## config.mk

```make
export PLATFORM = sky130hd
export DESIGN_NAME = fpwc_top
export DESIGN_NICKNAME = d
export VERILOG_FILES = /design/src/logic/fpwc_classify.v /design/src/logic/fpwc_top.v
export VERILOG_INCLUDE_DIRS = /design/src /design/src/logic
export SDC_FILE = /design/constraint.sdc
export NUM_CORES = 1
export LEC_CHECK = 0
export BUFFER_PORTS_ARGS = -buffer_cell sky130_fd_sc_hd__buf_2
export CAP_MARGIN = 20
export CORE_MARGIN = 2
export CORE_UTILIZATION = 30
export CTS_CLUSTER_DIAMETER = 100
export DETAILED_ROUTE_END_ITERATION = 8
export SYNTH_ARGS = -nofsm -noshare
export SYNTH_HDL_FRONTEND = slang
export SYNTH_SLANG_ARGS = --single-unit
export TNS_END_PERCENT = 30
```

## constraint.sdc

```tcl
create_clock -name clock -period 6.3 [get_ports clock]
set_input_delay 0.315 -clock clock [delete_from_list [all_inputs] [get_ports clock]]
set_output_delay 0.315 -clock clock [all_outputs]
set_load 0.02 [all_outputs]
```

## src/logic/fpwc_regs.vh

```
`ifndef FPWC_REGS_VH
`define FPWC_REGS_VH

// ----------------------------------------
// register offsets (byte addresses)
// ----------------------------------------
`define FPWC_REG_STATUS      4'h0
`define FPWC_REG_CONTROL     4'h4
`define FPWC_REG_INFO        4'h8

// ----------------------------------------
// status word fields
// ----------------------------------------
`define FPWC_SW_INVALID      0
`define FPWC_SW_DENORM       1
`define FPWC_SW_ZERODIV      2
`define FPWC_SW_OVERFLOW     3
`define FPWC_SW_UNDERFLOW    4
`define FPWC_SW_INEXACT      5
`define FPWC_SW_STACK_FAULT  6
`define FPWC_SW_SUMMARY      7
`define FPWC_SW_COND_ONE     9
`define FPWC_NUM_CLASSES     6

// ----------------------------------------
// reset and initialise values
// ----------------------------------------
`define FPWC_CW_RESET        16'h037F
`define FPWC_SW_RESET        16'h0000
`define FPWC_CW_MASK_BITS    16'h003F
`define FPWC_MASK_RESET      6'h3F

// ----------------------------------------
// operation codes
// ----------------------------------------
`define FPWC_OP_NOP          5'h00
`define FPWC_OP_CHECK        5'h01
`define FPWC_OP_ARITH        5'h02
`define FPWC_OP_LOAD_VALUE   5'h03
`define FPWC_OP_STORE_VALUE  5'h04
`define FPWC_OP_TRUNC_STORE  5'h05
`define FPWC_OP_LOAD_CW      5'h06
`define FPWC_OP_STORE_CW     5'h07
`define FPWC_OP_STORE_SW     5'h08
`define FPWC_OP_SAVE         5'h09
`define FPWC_OP_RESTORE      5'h0A
`define FPWC_OP_XSAVE        5'h0B
`define FPWC_OP_XRESTORE     5'h0C
`define FPWC_OP_INIT         5'h0D
`define FPWC_OP_CLEAR_EXC    5'h0E
`define FPWC_OP_LEG_INT_EN   5'h0F
`define FPWC_OP_LEG_INT_DIS  5'h10
`define FPWC_OP_LEG_PROTMODE 5'h11
`define FPWC_OP_MISC_NONARITH 5'h12

// ----------------------------------------
// operand formats
// ----------------------------------------
`define FPWC_FMT_REG         2'h0
`define FPWC_FMT_SINGLE      2'h1
`define FPWC_FMT_DOUBLE      2'h2
`define FPWC_FMT_EXTENDED    2'h3

`endif

```

## src/logic/fpwc_classify.v

```verilog
`include "fpwc_regs.vh"

module fpwc_classify (
   input  wire [4:0] op,
   input  wire [1:0] fmt,
   input  wire       nowait,
   output reg        is_arith,
   output reg        is_waiting,
   output reg        is_legacy
);

   // ----------------------------------------
   // arithmetic versus non-arithmetic
   // ----------------------------------------
   always @* begin
      case (op)
         `FPWC_OP_ARITH,
         `FPWC_OP_TRUNC_STORE: is_arith = 1'b1;
         `FPWC_OP_LOAD_VALUE,
         `FPWC_OP_STORE_VALUE: is_arith = (fmt == `FPWC_FMT_SINGLE) ||
                                          (fmt == `FPWC_FMT_DOUBLE);
         default:              is_arith = 1'b0;
      endcase
   end

   // ----------------------------------------
   // waiting form and legacy detection
   // ----------------------------------------
   always @* begin
      case (op)
         `FPWC_OP_STORE_CW,
         `FPWC_OP_STORE_SW,
         `FPWC_OP_SAVE,
         `FPWC_OP_INIT,
         `FPWC_OP_CLEAR_EXC:    is_waiting = ~nowait;
         `FPWC_OP_LEG_INT_EN,
         `FPWC_OP_LEG_INT_DIS,
         `FPWC_OP_LEG_PROTMODE: is_waiting = 1'b0;
         default:               is_waiting = 1'b1;
      endcase
      is_legacy = (op == `FPWC_OP_LEG_INT_EN) || (op == `FPWC_OP_LEG_INT_DIS) ||
                  (op == `FPWC_OP_LEG_PROTMODE);
   end

endmodule

```

## src/logic/fpwc_top.v

```verilog
`include "fpwc_regs.vh"

module fpwc_top (
   input  wire        clock,
   input  wire        nrst,
   input  wire        issue_valid,
   output wire        issue_ready,
   input  wire [4:0]  issue_op,
   input  wire [1:0]  issue_fmt,
   input  wire        issue_nowait,
   input  wire [31:0] issue_data,
   output reg         done,
   output reg  [31:0] result_data,
   output reg         result_arith,
   output wire        handler_req,
   input  wire        exc_valid,
   input  wire [5:0]  exc_class,
   input  wire        exc_stack,
   input  wire        exc_stack_over,
   input  wire [3:0]  avs_address,
   input  wire        avs_read,
   input  wire        avs_write,
   input  wire [31:0] avs_writedata,
   input  wire [3:0]  avs_byteenable,
   output reg  [31:0] avs_readdata,
   output wire        avs_waitrequest,
   output wire [15:0] status_word,
   output wire [15:0] control_word
);

   localparam [1:0] ST_RUN   = 2'b01;
   localparam [1:0] ST_STALL = 2'b10;

   // ----------------------------------------
   // reset release
   // ----------------------------------------
   reg rst_meta;
   reg rst_n;

   always @(posedge clock or negedge nrst) begin
      if (!nrst) begin
         rst_meta <= 1'b0;
         rst_n    <= 1'b0;
      end else begin
         rst_meta <= 1'b1;
         rst_n    <= rst_meta;
      end
   end

   // ----------------------------------------
   // issue state
   // ----------------------------------------
   reg  [1:0]  state;
   reg  [1:0]  next_state;

   // ----------------------------------------
   // exception and control state
   // ----------------------------------------
   reg  [5:0]  exc_flags;
   reg  [5:0]  next_exc_flags;
   reg  [5:0]  exc_masks;
   reg  [5:0]  next_exc_masks;
   reg  [15:0] cw_other;
   reg  [15:0] next_cw_other;
   reg         stack_fault_flag;
   reg         next_stack_fault_flag;
   reg         cond_code_one;
   reg         next_cond_code_one;

   // ----------------------------------------
   // bookkeeping
   // ----------------------------------------
   reg         last_arith;
   reg         bus_ack;
   reg  [4:0]  last_op;
   reg  [7:0]  legacy_count;
   reg  [7:0]  stall_count;

   // ----------------------------------------
   // internal nets
   // ----------------------------------------
   wire        is_arith;
   wire        is_waiting;
   wire        is_legacy;
   wire        pending;
   wire        exception_summary_flag;
   wire        take;
   wire        take_effect;
   wire        bus_req;
   wire        bus_wr;
   wire [5:0]  bus_clr;
   reg  [5:0]  raised;
   wire        raised_stack;

   fpwc_classify u_classify (
      .op         (issue_op),
      .fmt        (issue_fmt),
      .nowait     (issue_nowait),
      .is_arith   (is_arith),
      .is_waiting (is_waiting),
      .is_legacy  (is_legacy)
   );

   // ----------------------------------------
   // summary and pending check
   // ----------------------------------------
   function [15:0] pack_sw;
      input [5:0] flags;
      input       sf;
      input       es;
      input       c1;
      begin
         pack_sw = 16'h0000;
         pack_sw[5:0] = flags;
         pack_sw[`FPWC_SW_STACK_FAULT] = sf;
         pack_sw[`FPWC_SW_SUMMARY] = es;
         pack_sw[`FPWC_SW_COND_ONE] = c1;
      end
   endfunction

   assign exception_summary_flag = |(exc_flags & ~exc_masks);
   assign pending      = exception_summary_flag;

   // ----------------------------------------
   // status and control words
   // ----------------------------------------
   assign status_word  = pack_sw(exc_flags, stack_fault_flag, exception_summary_flag, cond_code_one);
   assign control_word = (cw_other & ~`FPWC_CW_MASK_BITS) | {10'h000, exc_masks};

   // ----------------------------------------
   // issue handshake
   // ----------------------------------------
   assign issue_ready  = (state == ST_RUN) && !(is_waiting && pending);
   assign handler_req  = (state == ST_STALL);
   assign take         = issue_valid && issue_ready;
   assign take_effect  = take && !is_legacy;

   // ----------------------------------------
   // diagnostic word
   // ----------------------------------------
   function [31:0] info_word;
      input [7:0] stalls;
      input [7:0] legacies;
      input [4:0] op;
      input       arith;
      input [1:0] st;
      begin
         info_word = 32'h00000000;
         info_word[31:24] = stalls;
         info_word[23:16] = legacies;
         info_word[12:8]  = op;
         info_word[2]     = arith;
         info_word[1:0]   = st;
      end
   endfunction

   // ----------------------------------------
   // exception reports, kept only after an arithmetic instruction (last_arith) except stack faults
   // ----------------------------------------
   assign raised_stack = exc_valid && exc_stack;
   always @* begin
      if (!exc_valid) begin
         raised = 6'h00;
      end else if (last_arith) begin
         raised = exc_class;
      end else begin
         raised = 6'h00;
      end
   end

   // ----------------------------------------
   // register bus decode
   // ----------------------------------------
   assign bus_req      = avs_read || avs_write;
   assign bus_wr       = avs_write && bus_ack && (avs_address == `FPWC_REG_STATUS) && avs_byteenable[0];
   assign bus_clr      = bus_wr ? avs_writedata[5:0] : 6'h00;
   assign avs_waitrequest = bus_req && !bus_ack;

   // ----------------------------------------
   // instruction effects
   // ----------------------------------------
   always @* begin
      next_exc_flags        = exc_flags;
      next_exc_masks        = exc_masks;
      next_cw_other         = cw_other;
      next_stack_fault_flag = stack_fault_flag;
      next_cond_code_one    = cond_code_one;
      if (take_effect) begin
         case (issue_op)
            `FPWC_OP_LOAD_CW: begin
               next_exc_masks = issue_data[5:0];
               next_cw_other  = issue_data[15:0];
            end
            `FPWC_OP_RESTORE,
            `FPWC_OP_XRESTORE: begin
               next_exc_masks        = issue_data[5:0];
               next_cw_other         = issue_data[15:0];
               next_exc_flags        = issue_data[21:16];
               next_stack_fault_flag = issue_data[16 + `FPWC_SW_STACK_FAULT];
               next_cond_code_one    = issue_data[16 + `FPWC_SW_COND_ONE];
            end
            `FPWC_OP_SAVE,
            `FPWC_OP_INIT: begin
               next_exc_masks        = `FPWC_MASK_RESET;
               next_cw_other         = `FPWC_CW_RESET;
               next_exc_flags        = 6'h00;
               next_stack_fault_flag = 1'b0;
               next_cond_code_one    = 1'b0;
            end
            `FPWC_OP_CLEAR_EXC: begin
               next_exc_flags        = 6'h00;
               next_stack_fault_flag = 1'b0;
            end
            default: begin
               next_exc_flags = exc_flags;
            end
         endcase
      end
      next_exc_flags = next_exc_flags & ~bus_clr;
      if (bus_wr && avs_writedata[`FPWC_SW_STACK_FAULT]) begin
         next_stack_fault_flag = 1'b0;
      end
      next_exc_flags = next_exc_flags | raised;
      if (raised_stack) begin
         next_exc_flags[`FPWC_SW_INVALID] = 1'b1;
         next_stack_fault_flag            = 1'b1;
         next_cond_code_one               = exc_stack_over;
      end
   end

   // ----------------------------------------
   // issue state machine
   // ----------------------------------------
   always @* begin
      case (state)
         ST_RUN: begin
            if (issue_valid && is_waiting && pending) begin
               next_state = ST_STALL;
            end else begin
               next_state = ST_RUN;
            end
         end
         ST_STALL: begin
            if (!pending) begin
               next_state = ST_RUN;
            end else begin
               next_state = ST_STALL;
            end
         end
         default: next_state = ST_RUN;
      endcase
   end

   always @(posedge clock or negedge rst_n) begin
      if (!rst_n) begin
         state            <= ST_RUN;
         exc_flags        <= 6'h00;
         exc_masks        <= `FPWC_MASK_RESET;
         cw_other         <= `FPWC_CW_RESET;
         stack_fault_flag <= 1'b0;
         cond_code_one    <= 1'b0;
         last_arith       <= 1'b0;
         last_op          <= `FPWC_OP_NOP;
         legacy_count     <= 8'h00;
         stall_count      <= 8'h00;
      end else begin
         state            <= next_state;
         exc_flags        <= next_exc_flags;
         exc_masks        <= next_exc_masks;
         cw_other         <= next_cw_other;
         stack_fault_flag <= next_stack_fault_flag;
         cond_code_one    <= next_cond_code_one;
         if (take_effect) begin
            last_arith <= is_arith;
            last_op    <= issue_op;
         end
         if (take && is_legacy) begin
            legacy_count <= legacy_count + 8'h01;
         end
         if (state == ST_RUN && next_state == ST_STALL) begin
            stall_count <= stall_count + 8'h01;
         end
      end
   end

   // ----------------------------------------
   // completion and stored words
   // ----------------------------------------
   always @(posedge clock or negedge rst_n) begin
      if (!rst_n) begin
         done         <= 1'b0;
         result_data  <= 32'h00000000;
         result_arith <= 1'b0;
      end else begin
         done <= take;
         if (take) begin
            result_arith <= is_arith;
            case (issue_op)
               `FPWC_OP_STORE_CW: result_data <= {16'h0000, control_word};
               `FPWC_OP_STORE_SW: result_data <= {16'h0000, status_word};
               `FPWC_OP_SAVE,
               `FPWC_OP_XSAVE:    result_data <= {status_word, control_word};
               default:           result_data <= 32'h00000000;
            endcase
         end
      end
   end

   // ----------------------------------------
   // register bus
   // ----------------------------------------
   always @(posedge clock or negedge rst_n) begin
      if (!rst_n) begin
         bus_ack      <= 1'b0;
         avs_readdata <= 32'h00000000;
      end else begin
         bus_ack <= bus_req && !bus_ack;
         if (avs_read && !bus_ack) begin
            case (avs_address)
               `FPWC_REG_STATUS:  avs_readdata <= {16'h0000, status_word};
               `FPWC_REG_CONTROL: avs_readdata <= {16'h0000, control_word};
               `FPWC_REG_INFO:    avs_readdata <= info_word(stall_count, legacy_count, last_op, last_arith, state);
               default:           avs_readdata <= 32'h00000000;
            endcase
         end
      end
   end

endmodule

```

==> results of run 1 <==
[cell families after synthesis]
group                      Yosys count  share of synthesized area [%]
and+or+nand+nor                    161                           14.7
muxes                               18                           3.62
DFF                                110                           52.6
AOI/OAI and AO/OA                  156                           18.9
buffers and inverters               65                           6.12
adders and majority gates            4                          0.952
other                                2                          0.143
xor gates and xnor gates            18                           3.00
[cell type report]
type / count / area [sq um] / area share [%]
antenna: 1 / 2.50 / 0.0389
inverter: 12 / 45.0 / 0.699
clock buffer: 12 / 256 / 3.98
sequential: 110 / 2770 / 43.0
multi-input combinational: 372 / 2240 / 34.8
clock inverter: 4 / 45.0 / 0.699
timing repair buffer: 150 / 801 / 12.4
tap: 225 / 282 / 4.37
[synthesized netlist by cell type (all sizes together) (2+ instances only)]
cell type	count	area, sq um
conb	2	7.51
nor4b	2	17.5
o31ai	6	45.0
nor2b	4	32.5
buf	29	186
dfrtp	100	2500
o21ai	83	415
xnor2	15	131
o22a	6	52.6
mux2	8	90.1
ha	4	50.1
mux2i	10	100
nor3	7	35.0
inv	12	45.0
and2	5	31.3
a21oi	7	35.0
nand4	14	87.6
a211o	3	26.3
nand2	85	319
nand3	15	75.1
a2bb2oi	3	26.3
and3	4	25.0
nor2	12	45.0
or4	2	15.0
a31oi	5	31.3
nand2b	4	25.0
nand4b	2	17.5
a22o	7	61.3
dfstp	10	263
a22oi	15	113
nor4	2	25.0
xor2	3	26.3
o211ai	13	97.6
clkbuf	24	90.1
a211oi	2	20.0
[flip-flops by register name, indices dropped and copies added (netlist names), 2 cells and up]
name / cells
exc_masks: 5
exc_flags: 6
stall_count: 8
avs_readdata: 32
last_op: 5
cw_other: 11
state: 2
result_data: 25
legacy_count: 8
[power by group]
group | internal, mW | switching [mW] | total [mW] | leakage [nW]
Clock | 0.329 | 0.255 | 0.583 | 0.152
Combinational | 0.291 | 0.529 | 0.820 | 1.41
Sequential | 0.894 | 0.205 | 1.10 | 1.44
[worst max path at each step]
stage | from | to | slack (ps) | cells past startpoint
4_1_cts | exc_flags[4] | result_arith | 3470 | 6
3_3_place_gp | exc_flags[4] | cw_other[14] | 3510 | 6
3_5_place_dp | exc_flags[4] | result_arith | 3500 | 6
6_report | exc_flags[4] | result_arith | 3480 | 6
2_1_floorplan | rst_n | avs_readdata[0] | 3030 | 0
5_1_grt | exc_flags[4] | result_arith | 3320 | 6
[metal layers]
layer	routed length, microns	GRT usage (%)	vias up	share of wire [%]
met2	7360	26.6	118	48
met3	689	4.62	18	4.5
li1	-	-	2107	-
met5	0	0	-	0
met4	331	5.15	0	2.2
met1	6900	22.3	2105	45
[per-stage QoR]
stage          hold slack, ps  util, %  instance area, sq um  instances  power (mW)
3_5_place_dp              105     35.3                  6080        866        1.92
4_1_cts                   169     37.1                  6390        883        2.51
5_1_grt                   168     37.3                  6440        885        2.65
6_report                  181     37.4                  6440        886        2.50
3_3_place_gp              103     35.3                  6080        866        1.91
2_1_floorplan            19.4        -                  5310        547        1.60
[worst reg2reg max path, delay by kind of cell (launching register included)]
| family | cells | cell delay (ps) |
|---|---|---|
| flops | 1 | 520 |
| buf+inv | 1 | 280 |
| simple gates | 2 | 770 |
| mux | 1 | 350 |
| compound gates | 2 | 780 |
==> flow_metrics.env, run 1 <==
export IMPL_cts_setup_buffers=0
export IMPL_cts_resized=0
export IMPL_cp_cell_sequence="nor2b_1 -> a2111oi_4 -> a211o_1 -> nand2_1 -> inv_1 -> mux2_2"
export IMPL_cts_buffer_depth=2
export IMPL_min_from="issue_data[14]"
export IMPL_fp_coreArea_sq_um=17200
export IMPL_slew_headroom_pct=30.8
export IMPL_layout_nets=753
export IMPL_post_dp_hpwl_microns=11000
export IMPL_p_per_area_nw_per_um2=389
export IMPL_clkLatencyLatePin_ps=350
export IMPL_grt_pass1_wl_microns=23500
export IMPL_die_w_microns=136
export IMPL_hp_class="in2reg"
export IMPL_syn_area_per_cell_sq_um=9.84
export IMPL_ir_drop_mv=0.158
export IMPL_htreeDepth=3
export IMPL_worstSetupStartpointType="flop"
export IMPL_num_vias=4348
export IMPL_tns_ps=0
export IMPL_syn_inst=534
export IMPL_required_ps=6540
export IMPL_io_pins=195
export IMPL_crit_path_max_fanout=27
export IMPL_tritoncts="built"
export IMPL_viasPerCell=4.91
export IMPL_start_util_pct=30.5
export IMPL_postCtsHoldBufs=1
export IMPL_drv_slew=0
export IMPL_hold_viol=0
export IMPL_cap_violations=0
export IMPL_place_gp_congestion=0.837
export IMPL_fp_dieH_microns=136
export IMPL_ys_warn_count=0
export IMPL_tightestPinTransition_ps=1030
export IMPL_cts_root_buf="clkbuf_16"
export IMPL_ys_types=48
export IMPL_drc=0
export IMPL_synthToLayoutAreaGrowth_pct=22.5
export IMPL_antenna_found_initial=0
export IMPL_grt_max_degree=75
export IMPL_synth_seq_area_share_pct=52.6
export IMPL_ys_ff_latch=110
export IMPL_cts_buffers=9
export IMPL_place_ws_ps=3500
export IMPL_final_common_cell="buf_2"
export IMPL_path_class="reg2reg"
export IMPL_arrival_ps=3050
export IMPL_wire_per_inst_microns=17.2
export IMPL_drt_pass1_iterations=4
export IMPL_wirelength_microns=15300
export IMPL_fin_worst_skew_ps=8.90
export IMPL_synth_edff_count=0
export IMPL_cts_clk_slew_worst_paths_ps=70
export IMPL_slowest_stage="nand2_1"
export IMPL_async_flop_share_pct=100
export IMPL_hold_path_depth=2
export IMPL_critical_path_endpoint_type="flop"
export IMPL_holdPathEnd="cw_other[14]"
export IMPL_clkSinkCount=110
export IMPL_io_buffers=144
export IMPL_die_area_sq_um=18600
export IMPL_slowest_delay_ps=550
export IMPL_path_delay_family="simple AND/OR/NAND/NOR gates"
export IMPL_fp_row_count=48
export IMPL_r2r_setup_slack_ps=3480
export IMPL_drive_gt1_share_pct=28.9
export IMPL_fin_crit_ps=2820
export IMPL_clock_fmax_ghz=0.355
export IMPL_setup_slack_ps=3480
export IMPL_first_iter_violations=293
export IMPL_overflow=0
export IMPL_rr_endpoint="result_arith"
export IMPL_reg2reg_depth=6
export IMPL_grt_pass1_vias=4176
export IMPL_outcome="complete, no violations"
export IMPL_r2r_start="exc_flags[4]"
export IMPL_setup_viol=0
export IMPL_grtUsageTotal_pct=16.8
export IMPL_ant_nets=0
export IMPL_synth_main_ff_cell="dfrtp_1"
export IMPL_fin_crit_sh_pct=44.7
export IMPL_synth_area_sq_um=5260
export IMPL_path_buf_inv=1
export IMPL_fillCellCount=1778
export IMPL_p_leak_nw=3.00
export IMPL_rsz0062_at_grt="false"
export IMPL_final_cell_mix="buf_2 (144), dfrtp_1 (99), nand2_1 (85)"
Power figures use the tool's default switching activity.
==> run 2, diff against run 1 <==
- clock period: 6.3 -> 2.6 ns (I/O delays scaled with it)
==> run 2 against run 1 <==
  * Routed wire length up 2.6%
  * Critical endpoint is now cw_other[11]
  * Cell area is 4.3% higher
  * Highest routed layer unchanged
  * Die area is the same
  * Worst hold slack lost 160 ps
==> flow_metrics.env, run 2 (synthesis gave the netlist of run 1 again) <==
export IMPL_outcome="complete, no violations"
export IMPL_r2r_setup_slack_ps=190
export IMPL_clkPwrFrac_pct=23.7
export IMPL_crit_path_max_fanout=10
export IMPL_p_per_area_nw_per_um2=938
export IMPL_cts_resized=0
export IMPL_overflow=0
export IMPL_slowest_stage="or4_1"
export IMPL_die_w_microns=136
export IMPL_required_ps=2850
export IMPL_setup_viol=0
export IMPL_tightestPinTransition_ps=840
export IMPL_post_dp_hpwl_microns=11400
export IMPL_path_class="reg2reg"
export IMPL_ir_drop_mv=0.397
export IMPL_top_regs="avs_readdata (32), result_data (25), cw_other (11)"
export IMPL_arrival_ps=2660
export IMPL_start_util_pct=30.5
export IMPL_p_switching_mw=2.50
export IMPL_grt_pass1_vias=4379
export IMPL_final_cell_mix="buf_2 (144), dfrtp_1 (99), nand2_1 (85)"
export IMPL_cts_setup_buffers=0
export IMPL_tns_ps=0
export IMPL_viasPerCell=4.96
export IMPL_die_area_sq_um=18600
export IMPL_largest_reg_flops=32
export IMPL_seq_power_share_pct=41.1
export IMPL_p_leak_nw=3.14
export IMPL_fp_coreArea_sq_um=17200
export IMPL_postCtsHoldBufs=13
export IMPL_clkSinkCount=110
export IMPL_drv_slew=0
export IMPL_drc=0
export IMPL_ant_nets=0
export IMPL_io_pins=195
export IMPL_cp_cell_sequence="inv_1 -> a2111oi_4 -> a211oi_4 -> or4_1 -> a22o_1"
export IMPL_fillCellCount=1739
export IMPL_cts_root_buf="clkbuf_16"
export IMPL_reg2reg_depth=5
export IMPL_layout_nets=782
export IMPL_wirelength_microns=15700
export IMPL_rsz0062_at_grt="false"
export IMPL_grtUsageTotal_pct=17.1
export IMPL_antenna_found_initial=0
export IMPL_fin_crit_ps=2410
export IMPL_wire_per_inst_microns=17.1
export IMPL_grt_max_degree=65
export IMPL_io_buffers=144
export IMPL_fp_row_count=48
export IMPL_cap_violations=0
export IMPL_intPower_mw=3.80
export IMPL_cts_clk_slew_worst_paths_ps=80
export IMPL_hp_class="in2reg"
export IMPL_slowest_delay_ps=780
export IMPL_num_vias=4533
export IMPL_place_gp_congestion=0.830
export IMPL_holdPathEnd="cw_other[11]"
export IMPL_fin_worst_skew_ps=10.4
export IMPL_htreeDepth=3
export IMPL_tritoncts="built"
export IMPL_netSwitchingFraction_pct=39.7
export IMPL_min_from="issue_data[11]"
export IMPL_p_comb_share_pct=35.2
export IMPL_fp_dieH_microns=136
export IMPL_cts_buffer_depth=2
export IMPL_hold_path_depth=2
export IMPL_worstSetupStartpointType="flop"
export IMPL_grt_pass1_wl_microns=24100
export IMPL_drt_pass1_iterations=5
export IMPL_largest_register="avs_readdata"
export IMPL_stdcell_count=914
export IMPL_rr_endpoint="cw_other[11]"
export IMPL_clock_fmax_ghz=0.415
export IMPL_first_iter_violations=295
export IMPL_synthToLayoutAreaGrowth_pct=27.7
export IMPL_place_inst=884
export IMPL_n_antenna_cell=0
export IMPL_clkLatencyLatePin_ps=360
export IMPL_drive_gt1_share_pct=30.3
export IMPL_critical_path_endpoint_type="flop"
export IMPL_hold_viol=0
export IMPL_r2r_start="exc_masks[2]"
export IMPL_cts_buffers=9
export IMPL_slew_headroom_pct=43.6
export IMPL_fin_crit_sh_pct=92.6
export IMPL_final_common_cell="buf_2"
[run 2: cell types whose count changed in the layout (fill, tap and decap cells not counted), moves of 2 or more]
cell	before	now
clkinv_4	0	2
clkinv_2	3	0
buf_4	3	19
dlygate4sd3_1	1	13
inv_6	0	2
[run 2: how the worst max path moves through the flow]
stage / cells after the start / startpoint / endpoint / slack (ps)
finish: 5 / exc_masks[2] / cw_other[11] / 190
global route: 6 / exc_masks[2] / issue_ready / 100
detailed placement: 5 / exc_masks[2] / cw_other[15] / 230
CTS: 5 / exc_masks[2] / cw_other[11] / 210
global placement: 5 / exc_masks[2] / cw_other[14] / 260
floorplan: 6 / exc_masks[2] / cw_other[10] / 350
[run 2: power groups by stage]
stage               Clock (mW)  Combinational, mW  Sequential, mW
floorplan                    0               1.01            2.87
global placement             0               2.18            2.61
detailed placement           0               2.19            2.61
CTS                       1.52               2.22            2.58
global route              1.60               2.42            2.65
finish                    1.49               2.22            2.59
[run 2: area by class of cell]
class | instances | area, sq um | share of cell area (%)
inverters | 12 | 45.0 | 0.671
clock inverters | 5 | 65.1 | 0.969
multi-input cells | 372 | 2240 | 33.4
repair buffers | 179 | 1060 | 15.8
flip-flops and latches | 110 | 2770 | 41.2
well taps | 225 | 282 | 4.19
clock buffers | 11 | 253 | 3.76
[run 2: critical path, delay by kind of cell, from the launching register on]
kind            cells  cell delay (ps)
buf+inv             1               90
flops               1              580
compound gates      3              850
simple gates        1              780
[run 2: metal layers]
metal  vias to the layer above  GRT usage, %  part of all wire, %
met1                      2211          22.2                   44
li1                       2167             -                    -
met2                       122          27.6                   48
met4                         0          7.70                  3.2
met3                        33          3.43                  4.6
met5                         -             0                    0
[run 2: per-stage QoR]
step	hold slack [ps]	utilization [%]	setup WS, ps	power (mW)	area, sq um
after floorplan	-166	-	347	3.87	5310
after global placement	-81.2	36.2	264	4.78	6240
after detailed placement	-76.3	36.2	234	4.81	6240
after CTS	6.57	38.8	215	6.32	6690
after global routing	13.4	39.0	98.6	6.67	6710
final	16.6	39.0	193	6.30	6710
